[src/logic/pscr_cfg.svh]
// register offsets, field positions, reset values for the slot/power config bank
`ifndef PSCR_CFG_SVH
`define PSCR_CFG_SVH
`define PSCR_OFS_PWRCTL     8'h94
`define PSCR_OFS_SLOTID     8'hA0
`define PSCR_OFS_CLKCTL     8'hA4
`define PSCR_PS_D0          2'h0
`define PSCR_PS_D3          2'h3
`define PSCR_BIT_PME_EN     8
`define PSCR_BIT_PME_STS    15
`define PSCR_SI_CAP_ID      8'h04
`define PSCR_SI_NEXT_PTR    8'hB0
`define PSCR_CLK_STOP_CODE  2'h3
`define PSCR_SOFT_RST_LEN   4'h4
`endif

[src/logic/pscr_pkg.sv]
// types for the slot/power config bank
`default_nettype none
package pscr_pkg;
  // register bus request
  typedef struct packed {
    logic [7:0]  addr;
    logic [31:0] wdata;
    logic        wr;
    logic        rd;
  } pscr_req_type;
  // soft reset sequencer states
  typedef enum logic [1:0] {
    PSCR_RUN,
    PSCR_SOFT_RESET
  } pscr_state_type;
endpackage : pscr_pkg
`default_nettype wire

[src/logic/pscr_regs.sv]
// power management, slot identification and slot clock enable registers
//
// Behaviour
// RULE_01: power state is a two-bit field in bits 1:0, 00 is D0, 11 is D3, reset 00.
// RULE_02: writes of code 01 or 10 to the power state are discarded.
// RULE_03: a write moving the power state from D3 to D0 starts an internal soft reset.
// RULE_04: bit 8 is a sticky power-event enable; while 0 the event pin never asserts.
// RULE_05: data select, data scale and the data byte always read zero.
// RULE_06: bridge support bits 22 and 23 read zero.
// RULE_07: slot-id slot_ident_cap_id reads 04h and is visible only when enabled by the load.
// RULE_08: slot-id next pointer reads B0h.
// RULE_09: slot number 20:16 and first-in-chassis 21 are read-write, reset zero; 23:22 zero.
// RULE_10: chassis number 31:24 is read-write, reset zero.
// RULE_11: each slot clock has a two-bit enable field at 1:0, 3:2, 5:4, 7:6.
// RULE_12: codes 00, 01, 10 keep a slot clock running; 11 stops it and holds it low.
// RULE_13: slot clock enables take effect only in forward bridge mode.
// RULE_14: the power event is generated without the bus clock, in D0, D3hot and D3cold. The code sets status and the pin only on mclk edges.
// RULE_15: writes to read-only or reserved bits have no effect.
`timescale 1ns/1ps
`default_nettype none
`include "pscr_cfg.svh"

module pscr_regs
  import pscr_pkg::*;
#(
  parameter int SLOTS = 4                      // number of slot clock outputs
) (
  input  wire logic             mclk,          // system clock, 100 MHz
  input  wire logic             sys_rst,       // synchronous reset, active high
  input  wire logic [7:0]       regAddr,       // register byte address
  input  wire logic [31:0]      regWdata,      // write data
  input  wire logic             regWr,         // write strobe
  input  wire logic             regRd,         // read strobe
  output logic      [31:0]      regRdata,      // read data, cycle after read strobe
  input  wire logic             slotIdEnable,  // slot-id capability enabled by config load
  input  wire logic             forwardMode,   // bridge in forward mode
  input  wire logic             powerEvent,    // internal wake event request
  input  wire logic [SLOTS-1:0] slotClockIn,   // free-running secondary clock source
  output logic                  power_event_out_n, // power event pin, active low
  output logic [SLOTS-1:0]      slotClockOut,  // gated slot clock pins
  output logic [1:0]            powerState,    // present power state
  output logic                  softReset      // internal device reset pulse, four cycles long
);

  // elaboration check: the clock control word holds four slot fields
  if (SLOTS < 1 || SLOTS > 4) begin : gBadSlots
    $error("SLOTS must be 1 to 4");
  end

  pscr_req_type req;
  pscr_state_type rstState;
  logic [3:0]   rstCount;
  logic         pmeEnable;
  logic         pmeStatus;
  logic [4:0]   slotNumber;
  logic         firstInChassis;
  logic [7:0]   chassisNumber;
  logic [7:0]   clkEnable;
  logic         next_softStart;

  // bundle the bus request
  assign req = '{addr: regAddr, wdata: regWdata, wr: regWr, rd: regRd};

  // RULE_03 detect D3 to D0
  assign next_softStart = req.wr && (req.addr == `PSCR_OFS_PWRCTL)
                          && (powerState == `PSCR_PS_D3)
                          && (req.wdata[1:0] == `PSCR_PS_D0);

  // power state field
  always_ff @(posedge mclk) begin
    if (sys_rst) begin
      powerState <= `PSCR_PS_D0;
    end else if (req.wr && req.addr == `PSCR_OFS_PWRCTL) begin
      // RULE_01 RULE_02 accept D0/D3 only
      if (req.wdata[1:0] == `PSCR_PS_D0 || req.wdata[1:0] == `PSCR_PS_D3) begin
        powerState <= req.wdata[1:0];
      end
    end
  end

  // RULE_03 soft reset sequencer
  always_ff @(posedge mclk) begin
    if (sys_rst) begin
      rstState  <= PSCR_RUN;
      rstCount  <= 4'h0;
      softReset <= 1'b0;
    end else begin
      case (rstState)
        PSCR_RUN: begin
          if (next_softStart) begin
            rstState  <= PSCR_SOFT_RESET;
            rstCount  <= `PSCR_SOFT_RST_LEN - 4'h1;
            softReset <= 1'b1;
          end
        end
        PSCR_SOFT_RESET: begin
          if (rstCount == 4'h0) begin
            rstState  <= PSCR_RUN;
            softReset <= 1'b0;
          end else begin
            rstCount <= rstCount - 4'h1;
          end
        end
        default: rstState <= PSCR_RUN;
      endcase
    end
  end

  // RULE_04 sticky enable and status, kept over soft reset
  always_ff @(posedge mclk) begin
    if (sys_rst) begin
      pmeEnable <= 1'b0;
      pmeStatus <= 1'b0;
    end else begin
      if (req.wr && req.addr == `PSCR_OFS_PWRCTL) begin
        pmeEnable <= req.wdata[`PSCR_BIT_PME_EN];
      end
      // status set wins over write-one-to-clear
      if (powerEvent) begin
        pmeStatus <= 1'b1;
      end else if (req.wr && req.addr == `PSCR_OFS_PWRCTL
                   && req.wdata[`PSCR_BIT_PME_STS]) begin
        pmeStatus <= 1'b0;
      end
    end
  end

  // RULE_04 RULE_14 event pin, gated only by enable, in any power state
  always_ff @(posedge mclk) begin
    if (sys_rst) begin
      power_event_out_n <= 1'b1;
    end else begin
      power_event_out_n <= ~(pmeEnable && pmeStatus);
    end
  end

  // RULE_09 RULE_10 slot id fields, cleared by soft reset too
  always_ff @(posedge mclk) begin
    if (sys_rst || softReset) begin
      slotNumber     <= 5'h00;
      firstInChassis <= 1'b0;
      chassisNumber  <= 8'h00;
    end else if (req.wr && req.addr == `PSCR_OFS_SLOTID && slotIdEnable) begin
      slotNumber     <= req.wdata[20:16];
      firstInChassis <= req.wdata[21];
      chassisNumber  <= req.wdata[31:24];
    end
  end

  // RULE_11 slot clock enable fields
  always_ff @(posedge mclk) begin
    if (sys_rst || softReset) begin
      clkEnable <= 8'h00;
    end else if (req.wr && req.addr == `PSCR_OFS_CLKCTL) begin
      clkEnable <= req.wdata[7:0];
    end
  end

  // RULE_12 RULE_13 slot clock gating, only in forward mode
  always_ff @(posedge mclk) begin
    for (int i = 0; i < SLOTS; i++) begin
      if (sys_rst) begin
        slotClockOut[i] <= 1'b0;
      end else if (forwardMode && clkEnable[2*i +: 2] == `PSCR_CLK_STOP_CODE) begin
        slotClockOut[i] <= 1'b0;
      end else begin
        slotClockOut[i] <= slotClockIn[i];
      end
    end
  end

  // RULE_05 RULE_06 RULE_07 RULE_08 RULE_15 read mux, fixed fields zero
  always_ff @(posedge mclk) begin
    if (sys_rst) begin
      regRdata <= 32'h0000_0000;
    end else if (req.rd) begin
      if (req.addr == `PSCR_OFS_PWRCTL) begin
        regRdata <= {16'h0000, pmeStatus, 6'h00, pmeEnable, 6'h00, powerState};
      end else if (req.addr == `PSCR_OFS_SLOTID && slotIdEnable) begin
        regRdata <= {chassisNumber, 2'h0, firstInChassis, slotNumber,
                     `PSCR_SI_NEXT_PTR, `PSCR_SI_CAP_ID};
      end else if (req.addr == `PSCR_OFS_CLKCTL) begin
        regRdata <= {24'h000000, clkEnable};
      end else begin
        regRdata <= 32'h0000_0000;
      end
    end else begin
      regRdata <= 32'h0000_0000;
    end
  end

endmodule : pscr_regs
`default_nettype wire

[config.mk]
export PLATFORM = sky130hd
export DESIGN_NAME = pscr_regs
export DESIGN_NICKNAME = d
export VERILOG_FILES = /design/src/logic/pscr_pkg.sv /design/src/logic/pscr_regs.sv
export VERILOG_INCLUDE_DIRS = /design/src /design/src/logic
export SDC_FILE = /design/constraint.sdc
export NUM_CORES = 1
export LEC_CHECK = 0
export ABC_AREA = 1
export ABC_CLOCK_PERIOD_IN_PS = 2150
export BUFFER_PORTS_ARGS = -buffer_cell sky130_fd_sc_hd__buf_2
export CAP_MARGIN = 20
export CORE_AREA = 5 5 67 94
export DETAILED_ROUTE_END_ITERATION = 10
export DIE_AREA = 0 0 72 99
export PLACE_DENSITY = 0.75
export SLEW_MARGIN = 20
export SYNTH_ARGS = -nofsm -noshare
export SYNTH_HDL_FRONTEND = slang
export SYNTH_SLANG_ARGS = --single-unit
[constraint.sdc]
create_clock -name mclk -period 2.15 [get_ports mclk]
set_input_delay 0.215 -clock mclk [delete_from_list [all_inputs] [get_ports mclk]]
set_output_delay 0.215 -clock mclk [all_outputs]
set_load 0.1 [all_outputs]
# --- Word-level counts from Yosys, hierarchy flattened ---
# Cells that the tools add are included.
# W data, S select, Z words.
word_totals:
  regBits: 70
  mem_count: 0
  ramBits: 0
  romBits: 0
  word_cells: 82
  out_inout_bits: 40
  latch_bits: 0
classes:
  shift: 0
  n_mul: 0
  add_sub_neg: 1
  n_lt_le_gt_ge: 0
  bitwise_logic: 3
  n_reduce_logical: 32
  n_eq_ne: 13
  n_div: 0
  n_mux: 14
ops:
  columns: ["op", "count"]
  rows:
  - ["$mux W32", 1]
  - ["$eq A8 B8 Y1 const B", 3]
  - ["$mux W16", 1]
  - ["$logic_and A1 B1 Y1", 13]
  - ["$eq A2 B2 Y1 const B", 6]
  - ["$reduce_or A2 Y1", 5]
  - ["$mux W4", 2]
  - ["$mux W8", 1]
  - ["$pmux W4 S2", 1]
  - ["$ne A2 B2 Y1 const B", 3]
  - ["$reduce_and A3 Y1", 2]
  - ["$reduce_or A5 Y1", 1]
  - ["$logic_not A2 Y1", 2]
  - ["$logic_not A4 Y1", 1]
  - ["$mux W1", 4]
  - ["$mux W2", 2]
  - ["$pmux W2 S2", 1]
  - ["$reduce_and A2 Y1", 2]
  - ["$reduce_bool A2 Y1", 2]
  - ["$reduce_or A4 Y1", 1]
  - ["$sub A4 B1 Y4 const B", 1]
  - ["$not A1 Y1", 3]
  - ["$reduce_or A3 Y1", 1]
  - ["$eq A2 B1 Y1 const B", 1]
  - ["other kinds (2)", 3]

# --- Longest topological paths before layout ---
depth:
  word_depth: 6
  mapped_depth: 10
  ltp_nobuf: 9

# --- Least setup slack after synthesis ---
# Ideal clock, no wire load.
synth_path:
  path_type: "register to register"
  start: "reg, netlist name softReset"
  end: "reg rstCount[0]"
  t_arrival_ps: 1644
  synth_period_minus_slack_ps: 1753
  setup_slack_ps: 397
  path_buffers: 0
  setup_time_ps: 109
  path_stages_with_launch: 6
  cell_sequence: "dfxtp_1 > nand2_1 > o21ai_0 > inv_1 > nand2_1 > inv_1"
synth_rtl:
  columns: ["element", "line_no", "text"]
  rows:
  - ["end signal, assigned", "pscr_regs.sv:92", "rstCount <= `PSCR_SOFT_RST_LEN - 4'h1;"]
  - ["end signal, assigned", "pscr_regs.sv:101", "rstCount <= rstCount - 4'h1;"]
  - ["end, declared", "pscr_regs.sv:52", "logic [3:0] rstCount;"]

# --- Worst setup path after layout ---
layout_path:
  start: "reg softReset"
  end: "out softReset"
layout_rtl:
  columns: ["element", "line_no", "text"]
  rows:
  - ["start, declared", "pscr_regs.sv:42", "output logic softReset"]
  - ["start signal, assigned", "pscr_regs.sv:86", "softReset <= 1'b0;"]
  - ["start signal, assigned", "pscr_regs.sv:93", "softReset <= 1'b1;"]
  - ["start signal, assigned", "pscr_regs.sv:99", "softReset <= 1'b0;"]
# No word-level cell between the ends.

==> run_results.csv <==
group,metric,value,unit
outcome,status,"complete, no violations",
sta,fin_crit_sh,67.3,%
logic_synthesis,synth-seq-cells,61,
floorplanning,row_count,32,
route,drt.antenna.violating_nets,0,
sta,clock.fmax,691,MHz
logic_synthesis,post_synth.cell_area_avg,7.34,um^2
worst_setup_path,critical-path-top-delay-family,"buffers and inverters",
placement,placed_area,0.00274,mm^2
power_and_ir_drop,ir_drop,0.000702,V
clocking,cts_num_sinks,61,
logic_synthesis,async_flop_share,0,%
final_layout,layout.cells.non_filler,471,
floorplanning,start_util,43.5,%
logic_synthesis,syn_inst,318,
final_layout,finalCoreUtilization,55.5,%
floorplanning,die_width,72,um
grt,grtUsageTotal,15.1,%
grt,grt_pass1_vias,1969,
sta,fin_ws,0.704,ns
sta,rsz0062_at_grt,"no",
power_and_ir_drop,finalPower,2.53,mW
worst_setup_path,worstPathArrival,1.23,ns
sta,skew,0.00715,ns
placement,gp_congestion,0.747,
logic_synthesis,synth_commonest_cells,"82 x nor2_1, 67 x nand2_1, 61 x dfxtp_1",
logic_synthesis,syn_area,0.00233,mm^2
clocking,cts_buffers,9,
final_layout,drive_gt1_share,24.3,%
final_layout,stdcell_area,0.00298,mm^2
hold_path,holdCritPathClass,"in -> reg",
route,drc,0,
route,vias,2077,
sta,period_minus_slack,1.45,ns
clocking,cts-root-buf,"clkbuf_8",
grt,grt_overflow,0,
power_and_ir_drop,powerDensity,848,mW/mm^2
route,wl,5080,um
route,drt_pass1_iterations,4,
grt,grt_start_max_net_pins,29,
final_layout,final_nets,452,
logic_synthesis,synth_area_leader_cell,"dfxtp_1",
run,timing.max_cap.violations,0,
logic_synthesis,synth.most_common_cell,"nor2_1",
clocking,ctsResizeCount,0,
route,avgRoutedWirePerCell,10.8,um
route,first_iter_violations,91,
route,vias_per_cell,4.41,
final_layout,diodes,0,
worst_setup_path,cp-end-kind,"output pin",
sta,drv_slew,0,
logic_synthesis,synth_area_leaders,"dfxtp_1 52%, nor2_1 13%, nand2_1 11%, inv_1 8.0%, nand3_1 5.1%",
placement,pre_cts_slack,0.623,ns
worst_setup_path,worstPathRequired,1.93,ns
placement,port-buffer-count,76,
logic_synthesis,synth_edf_count,0,
placement,place.detailed.hpwl,3770,um
grt,grt_pass1_wl,8420,um
placement,dp_cells,455,
clocking,path_clk_slew,0.06,ns
worst_setup_path,critPathKind,"reg -> out",
sta,setup_viol,0,
sta,hold_ws,0.0864,ns
clocking,cts_tree,"built",
sta,timing.setup.tns,0,ns
clocking,postCtsSetupBuffers,0,
worst_setup_path,cp_num_buf_inv,1,
clocking,hold_buffers,0,
grt,antenna_found_initial,0,
power_and_ir_drop,p_leak,1.67,nW
logic_synthesis,yosys_warnings,0,
clocking,htreeDepth,3,
floorplanning,die-area,0.00713,mm^2
worst_setup_path,crit_path_start_kind,"register",
worst_setup_path,slowest_delay,0.47,ns
floorplanning,die_y,99,um
worst_setup_path,crit_chain,"buf_2",
final_layout,area_growth,27.5,%
logic_synthesis,synth.distinct_cells,21,
floorplanning,core,0.00537,mm^2
clocking,clockBufferDepth,2,
logic_synthesis,synth_top_area_share,52.3,%
worst_setup_path,critPathMaxFanout,6,
sta,hold_violations,0,
clocking,clk_latency,0.33,ns
logic_synthesis,synth_top_flop_cell,"dfxtp_1",
worst_setup_path,crit_path_top_delay_cell,"buf_2",
logic_synthesis,seq_area_frac_synth,52.3,%
floorplanning,io_pins,91,
-- area by class of cell --
type	instances	area (um^2)
multi-input cells	198	848
flip-flops and latches	61	1220
fillers	515	2390
clock buffers	12	145
well taps	68	85.1
repair buffers	78	395
inverters	50	188
clock inverters	4	95.1
-- cells by family after synthesis --
family,Yosys count,synth area share [%]
adder cells (fa/ha/maj),3,1.61
XOR/XNOR,1,0.375
other,1,0.161
buffers and inverters,64,12.3
AND/OR/NAND/NOR,180,31.6
flip-flops,61,52.3
AO/OA/AOI/OAI,8,1.71
-- cells in the final DEF (no fill, tap or decap) --
master     instances
a21oi_1            3
and3_1             1
buf_2             76
buf_4              2
bufinv_16          3
clkbuf_1           2
clkbuf_8          10
clkinv_2           1
conb_1             6
dfxtp_1           61
ha_1               3
inv_1             50
nand2_1           67
nand2_2            1
nand3_1           24
nand3_2            1
nand4_1            1
nand4_2            1
nor2_1            81
nor2_2             2
nor3_2             1
o21ai_0            5
xnor2_1            1
-- registers in the layout (all words and copies together), names as in the netlist, 2 cells and up --
| signal | cells |
|---|---|
| chassisNumber | 8 |
| clkEnable | 8 |
| powerState | 2 |
| regRdata | 25 |
| rstCount | 4 |
| slotClockOut | 4 |
| slotNumber | 5 |
-- routing by layer --
metal / vias up / GRT usage [%] / part of all wire, %
met5: - / 0 / 0
met4: 0 / 8.25 / 1.6
met3: 6 / 3.88 / 6.8
met2: 62 / 27.2 / 53
met1: 918 / 15.5 / 39
li1: 1091 / - / -
-- worst min-delay path, cell delays in order --
cell	delay [ns]
buf_2	0.08
nand2_1	0.05
nand2_1	0.05
-- path summary, 6_finish.rpt --
path                                               start  slack (ns)  cells after the start                            to
worst max-delay path              softReset$_SDFFE_PP0P_        0.70                      1                     softReset
worst min-delay path                          powerEvent        0.09                      3        pmeStatus$_SDFFE_PP0P_
worst max register to register  rstCount[0]$_SDFFE_PP0P_        0.76                      8      rstCount[0]$_SDFFE_PP0P_
worst min register to register    pmeEnable$_SDFFE_PP0N_        0.42                      1  power_event_out_n$_SDFF_PP1_
-- where the power goes --
group	leakage (nW)	switching (mW)	internal [mW]
Combinational	1.06	0.121	0.0402
Clock	0.121	0.424	0.801
Sequential	0.493	0.00286	1.14
Total	1.67	0.548	1.98
(Power assumes the default switching activity.)
